File: src/design/hsl_pkg.sv
`default_nettype none
package hsl_pkg;
    localparam logic [7:0] HSL_ADDR_REPEAT   = 8'h19;
    localparam logic [7:0] HSL_ADDR_OD_ADJ   = 8'h1a;
    localparam logic [7:0] HSL_ADDR_PS_ADJ   = 8'h1b;
    localparam logic [7:0] HSL_RST_REPEAT    = 8'h00;
    localparam logic [7:0] HSL_RST_OD_ADJ    = 8'h00;
    localparam logic [7:0] HSL_RST_PS_ADJ    = 8'h00;
    localparam int         HSL_REPEAT_LSB    = 0;
    localparam int         HSL_REPEAT_W      = 3;
    localparam logic [2:0] HSL_REPEAT_FOREVER = 3'h7;
    localparam int         HSL_SLOTS         = 8;
    localparam int         HSL_ID_W          = 7;
    localparam int         HSL_DUR_W         = 16;
    localparam int         HSL_SAMP_W        = 8;
    localparam int         HSL_STEP_W        = 8;
endpackage
`default_nettype wire

File: src/design/hsl_seg_timer.sv
`timescale 1ns/100ps
`default_nettype none
// stretches or shrinks one waveform segment by a signed count of sample steps
module hsl_seg_timer
    import hsl_pkg::*;
(
    input  wire logic                  sys_clk,
    input  wire logic                  rst_n,
    input  wire logic                  load,
    input  wire logic [HSL_DUR_W-1:0]  base_len,
    input  wire logic [7:0]            adj,
    input  wire logic                  adj_en,
    input  wire logic                  step_en,
    output logic                       busy
);
    logic [HSL_DUR_W:0] cnt_q;

    function automatic logic [HSL_DUR_W:0] adj_len(input logic [HSL_DUR_W-1:0] b, input logic [7:0] a);
        logic signed [HSL_DUR_W+1:0] s;
        s = $signed({2'b00, b}) + $signed({{(HSL_DUR_W-6){a[7]}}, a});
        if (s < 0)
            return '0;
        return s[HSL_DUR_W:0];
    endfunction

    always_ff @(posedge sys_clk or negedge rst_n) begin
        if (!rst_n)
            cnt_q <= '0;
        else if (load)
            cnt_q <= adj_en ? adj_len(base_len, adj) : {1'b0, base_len};
        else if (step_en && cnt_q != '0)
            cnt_q <= cnt_q - 1'b1;
    end

    assign busy = (cnt_q != '0);
endmodule
`default_nettype wire

File: src/design/hsl_seq_loop.sv
`timescale 1ns/100ps
`default_nettype none
module hsl_seq_loop
    import hsl_pkg::*;
#(
    parameter int SLOTS = HSL_SLOTS
)(
    input  wire logic                         sys_clk,
    input  wire logic                         rst_n,
    input  wire logic [7:0]                   reg_addr,
    input  wire logic [7:0]                   reg_wdata,
    input  wire logic                         reg_wr,
    input  wire logic                         reg_rd,
    output logic [7:0]                        reg_rdata,
    input  wire logic [HSL_STEP_W-1:0]        sample_step_period,
    input  wire logic                         launch,
    input  wire logic                         trigger,
    input  wire logic                         closed_loop,
    input  wire logic [SLOTS*HSL_ID_W-1:0]    slot_ids,
    input  wire logic signed [HSL_SAMP_W-1:0] sample,
    input  wire logic signed [HSL_SAMP_W-1:0] wave_max,
    input  wire logic [HSL_DUR_W-1:0]         seg_len,
    input  wire logic                         seg_start,
    input  wire logic                         effect_done,
    output logic [HSL_REPEAT_W-1:0]           sequence_repeat_count,
    output logic [7:0]                        overdrive_time_adjust,
    output logic [7:0]                        positive_sustain_adjust,
    output logic                              playing,
    output logic [HSL_ID_W-1:0]               effect_id,
    output logic                              effect_start,
    output logic [2:0]                        slot_idx,
    output logic [2:0]                        pass_cnt,
    output logic                              seg_hold
);
    typedef enum logic [1:0] {
        HSL_IDLE  = 2'b00,
        HSL_FETCH = 2'b01,
        HSL_PLAY  = 2'b10
    } hsl_state_t;

    hsl_state_t                 state_q;
    logic [7:0]                 repeat_reg_q;
    logic [7:0]                 od_adj_q;
    logic [7:0]                 ps_adj_q;
    logic [2:0]                 slot_q;
    logic [2:0]                 pass_q;
    logic [HSL_ID_W-1:0]        id_q;
    logic                       start_q;
    logic [7:0]                 rdata_q;
    logic [HSL_STEP_W-1:0]      div_q;
    logic                       step_en;
    logic                       launch_q;
    logic                       stop;
    logic                       is_od;
    logic                       is_ps;
    logic                       od_busy;
    logic                       ps_busy;
    logic [HSL_ID_W-1:0]        cur_id;
    logic                       last_slot;
    logic                       more_passes;

    function automatic logic [HSL_ID_W-1:0] slot_id(input logic [SLOTS*HSL_ID_W-1:0] ids, input logic [2:0] i);
        return ids[i*HSL_ID_W +: HSL_ID_W];
    endfunction

    // register writes
    always_ff @(posedge sys_clk or negedge rst_n) begin
        if (!rst_n) begin
            repeat_reg_q <= HSL_RST_REPEAT;
            od_adj_q     <= HSL_RST_OD_ADJ;
            ps_adj_q     <= HSL_RST_PS_ADJ;
        end else if (reg_wr) begin
            if (reg_addr == HSL_ADDR_REPEAT)
                repeat_reg_q <= reg_wdata;
            else if (reg_addr == HSL_ADDR_OD_ADJ)
                od_adj_q <= reg_wdata;
            else if (reg_addr == HSL_ADDR_PS_ADJ)
                ps_adj_q <= reg_wdata;
        end
    end

    // read data one cycle after the strobe, zero when no read is strobed
    always_ff @(posedge sys_clk or negedge rst_n) begin
        if (!rst_n)
            rdata_q <= 8'h00;
        else if (reg_rd) begin
            if (reg_addr == HSL_ADDR_REPEAT)
                rdata_q <= repeat_reg_q;
            else if (reg_addr == HSL_ADDR_OD_ADJ)
                rdata_q <= od_adj_q;
            else if (reg_addr == HSL_ADDR_PS_ADJ)
                rdata_q <= ps_adj_q;
            else
                rdata_q <= 8'h00;
        end else
            rdata_q <= 8'h00;
    end

    assign reg_rdata = rdata_q;

    assign sequence_repeat_count   = repeat_reg_q[HSL_REPEAT_LSB +: HSL_REPEAT_W];
    assign overdrive_time_adjust   = od_adj_q;
    assign positive_sustain_adjust = ps_adj_q;

    // one enable pulse per sample step
    always_ff @(posedge sys_clk or negedge rst_n) begin
        if (!rst_n)
            div_q <= '0;
        else if (div_q == '0)
            div_q <= sample_step_period;
        else
            div_q <= div_q - 1'b1;
    end

    assign step_en = (div_q == '0);

    always_ff @(posedge sys_clk or negedge rst_n) begin
        if (!rst_n)
            launch_q <= 1'b0;
        else
            launch_q <= launch;
    end

    assign stop        = trigger || !launch;
    assign cur_id      = slot_id(slot_ids, slot_q);
    assign last_slot   = (slot_q == 3'(SLOTS-1));
    assign more_passes = (sequence_repeat_count == HSL_REPEAT_FOREVER) ||
                         (pass_q < sequence_repeat_count);

    // sequencer
    always_ff @(posedge sys_clk or negedge rst_n) begin
        if (!rst_n) begin
            state_q <= HSL_IDLE;
            slot_q  <= '0;
            pass_q  <= '0;
            id_q    <= '0;
            start_q <= 1'b0;
        end else begin
            start_q <= 1'b0;
            case (state_q)
                HSL_IDLE: begin
                    if (launch && !launch_q && !trigger) begin
                        slot_q  <= '0;
                        pass_q  <= '0;
                        state_q <= HSL_FETCH;
                    end
                end
                HSL_FETCH: begin
                    if (stop)
                        state_q <= HSL_IDLE;
                    else if (cur_id == '0) begin
                        if (slot_q != '0 && more_passes) begin
                            pass_q <= (sequence_repeat_count == HSL_REPEAT_FOREVER) ? pass_q : pass_q + 1'b1;
                            slot_q <= '0;
                        end else
                            state_q <= HSL_IDLE;
                    end else begin
                        id_q    <= cur_id;
                        start_q <= 1'b1;
                        state_q <= HSL_PLAY;
                    end
                end
                HSL_PLAY: begin
                    if (stop)
                        state_q <= HSL_IDLE;
                    else if (effect_done) begin
                        if (!last_slot) begin
                            slot_q  <= slot_q + 1'b1;
                            state_q <= HSL_FETCH;
                        end else if (more_passes) begin
                            pass_q  <= (sequence_repeat_count == HSL_REPEAT_FOREVER) ? pass_q : pass_q + 1'b1;
                            slot_q  <= '0;
                            state_q <= HSL_FETCH;
                        end else
                            state_q <= HSL_IDLE;
                    end
                end
                default: state_q <= HSL_IDLE;
            endcase
        end
    end

    assign playing      = (state_q != HSL_IDLE);
    assign effect_id    = id_q;
    assign effect_start = start_q;
    assign slot_idx     = slot_q;
    assign pass_cnt     = pass_q;

    hsl_wave_class u_class (
        .sample         (sample),
        .wave_max       (wave_max),
        .is_overdrive   (is_od),
        .is_pos_sustain (is_ps)
    );

    hsl_seg_timer u_od (
        .sys_clk  (sys_clk),
        .rst_n    (rst_n),
        .load     (seg_start && is_od),
        .base_len (seg_len),
        .adj      (od_adj_q),
        .adj_en   (!closed_loop),
        .step_en  (step_en),
        .busy     (od_busy)
    );

    hsl_seg_timer u_ps (
        .sys_clk  (sys_clk),
        .rst_n    (rst_n),
        .load     (seg_start && is_ps),
        .base_len (seg_len),
        .adj      (ps_adj_q),
        .adj_en   (1'b1),
        .step_en  (step_en),
        .busy     (ps_busy)
    );

    assign seg_hold = od_busy || ps_busy;
endmodule
`default_nettype wire

File: src/design/hsl_wave_class.sv
`timescale 1ns/100ps
`default_nettype none
// tags one library sample as overdrive, positive sustain or other
module hsl_wave_class
    import hsl_pkg::*;
(
    input  wire logic signed [HSL_SAMP_W-1:0] sample,
    input  wire logic signed [HSL_SAMP_W-1:0] wave_max,
    output logic                              is_overdrive,
    output logic                              is_pos_sustain
);
    assign is_overdrive   = (sample == wave_max) && (sample > 0);
    assign is_pos_sustain = (sample > 0) && !is_overdrive;
endmodule
`default_nettype wire
File: config.mk
export PLATFORM = sky130hd
export DESIGN_NAME = hsl_seq_loop
export DESIGN_NICKNAME = d
export VERILOG_FILES = /design/src/design/hsl_pkg.sv /design/src/design/hsl_seg_timer.sv /design/src/design/hsl_seq_loop.sv /design/src/design/hsl_wave_class.sv
export SDC_FILE = /design/constraint.sdc
export NUM_CORES = 1
export LEC_CHECK = 0
export ABC_CLOCK_PERIOD_IN_PS = 2900
export BUFFER_PORTS_ARGS = -buffer_cell sky130_fd_sc_hd__clkbuf_2
export CORE_ASPECT_RATIO = 0.9
export CORE_MARGIN = 2
export CORE_UTILIZATION = 50
export CTS_BUF_LIST = sky130_fd_sc_hd__clkbuf_4 sky130_fd_sc_hd__clkbuf_8 sky130_fd_sc_hd__clkbuf_16
export CTS_CLUSTER_DIAMETER = 120
export DETAILED_ROUTE_END_ITERATION = 10
export PLACE_DENSITY = 0.83
export SLEW_MARGIN = 30
export SYNTH_ARGS = -nofsm -noshare
export SYNTH_HDL_FRONTEND = slang
export SYNTH_SLANG_ARGS = --single-unit
File: constraint.sdc
create_clock -name sys_clk -period 2.9 [get_ports sys_clk]
set_clock_uncertainty 0.15 [all_clocks]
set_input_delay 0.435 -clock sys_clk [delete_from_list [all_inputs] [get_ports sys_clk]]
set_output_delay 0.435 -clock sys_clk [all_outputs]
set_load 0.01 [all_outputs]
==> results.toml <==
[floorplan]
start_util_pct = 51.0
die_w_um = 130
die_h_um = 117
rows = 41
die-area_mm2 = 0.0152
core_region_area_mm2 = 0.0140
pin_count = 164

[clock_tree]
numCtsBuffers = 9
cts_max_path_buffers = 2
clkLatencyLatePin_ns = 0.36
clockRootBuffer = "clkbuf_16"
cts_sinks = 91
path_clk_slew_ns = 0.07
cts_tree = "yes"
h-tree-depth = 3

[global_routing]
grtUsageMet2_pct = 42.7
busiest_layer = "met2"
grt_use_met3_pct = 4.73
grt_pass1_wl_um = 32600
grt_pass1_vias = 6625
grt_max_degree = 49
met1_usage_pct = 37.7
overflow = 0
track_usage_pct = 26.9
antenna_found_initial = 1

[setup_path]
path_cells = "mux4_2, or4_4, nor4_4, o211a_4, a31oi_4, o21bai_2, mux2_4"
critical_path.max_stage_delay_ns = 0.56
crit_slowest_cell = "mux4_2"
arrival_ns = 2.99
worstPathRequired_ns = 2.99
cp_max_fo = 8
worst-setup-path-type = "register to register"
r2r_setup_slack_ns = -0.004
start_kind = "register"
critical_path.endpoint_type = "register"

[power]
ir_drop_mv = 0.522
cellLeakagePower_nw = 4.40
power_density_mw_per_mm2 = 528

[synth]
synth_top_family_by_area = "compound AO/OA/AOI/OAI gates"
synth-xor-area-share_pct = 6.16
avgSynthCellArea_um2 = 9.11
yosysTopAreaCell = "dfrtp_1"
synth.area.top_cells = "dfrtp_1 (32%), ha_1 (8.4%), mux2_2 (5.5%), mux4_2 (4.4%), nor2_1 (3.9%)"
yosys.area_share.simple_pct = 18.6
synth_top_area_share_pct = 32.0
synth_compound_area_share_pct = 19.5
postSynth.asyncResetShare_pct = 100
syn_nets = 951
synth_seq_area_share_pct = 32.0
synth_warnings = 0
synth_ff_type = "dfrtp_1"
synth-edff-count = 0
syn_inst = 780
ys_ff_latch = 91
syn_area_mm2 = 0.00711
yosys.area_share.adder_pct = 9.01
synthMuxAreaShare_pct = 11.1
ys_types = 75

[detailed_routing]
wl_per_cell_um = 18.3
avgViaCountPerCell = 6.05
drt-pass1-iter-count = 5
drtIter0Drc = 714
wl_um = 22400
drc = 0
vias = 7402
antenna_left = 0

[hold_path]
worstHoldPathType = "input pin to register"

[placed_design]
portBuffers = 163
gp_congestion = 0.945
placed_cell_area_mm2 = 0.00871
hpwl_um = 15500

[timing]
postLayoutSetupSlackWorst_ns = -0.00399
slew_headroom_pct = 60.7
fin_crit_sh_pct = 100
maxSlewViolCount = 0
finalCriticalPeriod_ns = 2.90
hold_violations = 0
max_freq_mhz = 344
setup_viol = 1
worstMarginPinSlew_ns = 0.590
rsz0062_at_grt = "yes"

[layout]
n_antenna_cell = 0
syn_to_final_growth_pct = 32.7
seq_area_mm2 = 0.00228
fin_util_pct = 67.6
fin_nets = 1196
fin_area_mm2 = 0.00944
multi_input_comb_area_mm2 = 0.00491
drive_gt1_share_pct = 37.4
fillers = 1076

[job]
max-cap-violations = 0

[status]
status = "finished, violations left"
failed_checks = "setup timing"
[flip-flops by register name, indices dropped and copies added, names as in the netlist, 3 cells and up]
| register | cells |
|---|---|
| u_ps.cnt_q | 17 |
| pass_cnt | 3 |
| repeat_reg_q | 8 |
| reg_rdata | 8 |
| overdrive_time_adjust | 8 |
| effect_id | 7 |
| u_od.cnt_q | 17 |
| div_q | 8 |
| positive_sustain_adjust | 8 |
| slot_idx | 3 |
[worst max-delay path, delay by kind of cell (launching register included)]
| kind | cells | cell delay (ns) |
|---|---|---|
| compound gates | 3 | 0.51 |
| flops | 1 | 0.51 |
| simple gates | 2 | 0.74 |
| mux | 2 | 0.87 |
[worst paths after layout]
check | endpoint | start | cells after the start
worst max-delay path | state_q[1] | slot_idx[0] | 7
worst min-delay path | launch_q | launch | 1
worst max register to register | state_q[1] | slot_idx[0] | 7
worst min register to register | div_q[0] | div_q[0] | 1
max in group asynchronous | slot_idx[0] | rst_n | 3
min in group asynchronous | u_od.cnt_q[13] | rst_n | 2
[cell families (layout without fill, tap and decap cells)]
group | count (synthesis) | in the layout
compound gates | 210 | 210
xor+xnor | 50 | 50
fa+ha+maj | 50 | 50
buf+inv | 59 | 309
flops | 91 | 91
mux | 57 | 57
simple gates | 263 | 263
[what timing repair did]
item | CTS | global route
hold buffers | 1 | 0
pin swaps | 1 | 12
endpoints found under the hold margin | 43 | 0
gates resized for setup | 7 | 57
endpoints found under the setup margin | 27 | 42
buffers inserted | 0 | 11
[layer usage]
metal  up-vias  part of all wire (%)
li1       3413                     -
met1      3540                    42
met2       382                    48
met3        67                   7.6
met4         0                   2.4
met5         -                     0
[through the flow]
stage               power, mW  instances  hold slack (ns)  worst slack [ns]  TNS [ns]
floorplan                2.79        780          -0.0106            0.0178         0
global placement         3.37       1195            0.315            -0.193     -2.25
detailed placement       3.44       1195            0.320            -0.251     -3.78
CTS                      4.71       1212           0.0593           -0.0903    -0.278
global route             5.25       1223           0.0752           -0.0775    -0.478
finish                   4.98       1223           0.0608          -0.00399  -0.00399
[placed cells by master, fill, tap and decap left out, drive strengths merged, types with 4 or more instances in the layout]
cell,synthesis,layout
clkbuf,15,173
buf,11,96
dfrtp,91,91
nor2,75,75
nand2,52,52
ha,48,48
a21oi,47,47
o21ai,40,40
mux2,36,36
inv,31,33
nor3,29,29
xnor2,28,28
a31oi,24,24
xor2,22,22
nand3,22,22
mux4,14,14
a21o,14,14
a22oi,11,11
or3,11,11
nand2b,10,10
nor2b,10,10
a221oi,9,9
or4,8,8
nand4,7,7
mux2i,7,7
o21a,7,7
o31ai,7,7
nor4,7,7
and3,6,6
o22ai,6,6
a31o,6,6
nand3b,5,5
and2,5,5
or2,5,5
a211oi,4,4
clkinv,2,4
a21boi,4,4
[Yosys cell counts (4+ instances only)]
cell and count:
a211oi_1 4, a21o_1 14, a21oi_1 46, a221oi_1 9
a22oi_1 11, a31o_2 5, a31oi_1 24, and2_1 5
and3_1 6, buf_2 5, clkbuf_1 15, dfrtp_1 91
ha_1 48, inv_1 31, mux2_2 35, mux2i_1 7
mux4_2 14, nand2_1 52, nand2b_1 10, nand3_1 22
nand3b_1 5, nand4_1 7, nor2_1 74, nor2b_1 10
nor3_1 29, nor4_1 7, o21a_1 7, o21ai_0 36
o21ai_1 4, o22ai_1 6, o31ai_1 7, or3_1 10
or4_1 7, xnor2_1 28, xor2_1 22
[where the power goes]
| part | internal (mW) | total, mW | switching, mW |
|---|---|---|---|
| Combinational | 0.964 | 2.02 | 1.06 |
| Clock | 0.702 | 1.26 | 0.559 |
| Sequential | 1.48 | 1.70 | 0.221 |
| Total | 3.15 | 4.98 | 1.83 |
[final cells by class]
type                            instances  share of cell area (%)
Clock buffer                           10                    2.53
Inverter                               33                    1.31
Tap cell                              193                    2.56
Timing Repair Buffer                  260                    16.6
Multi-Input combinational cell        630                    52.0
Clock inverter                          6                   0.769
Sequential cell                        91                    24.2
Note: power is estimated with default switching activity, not from simulation.
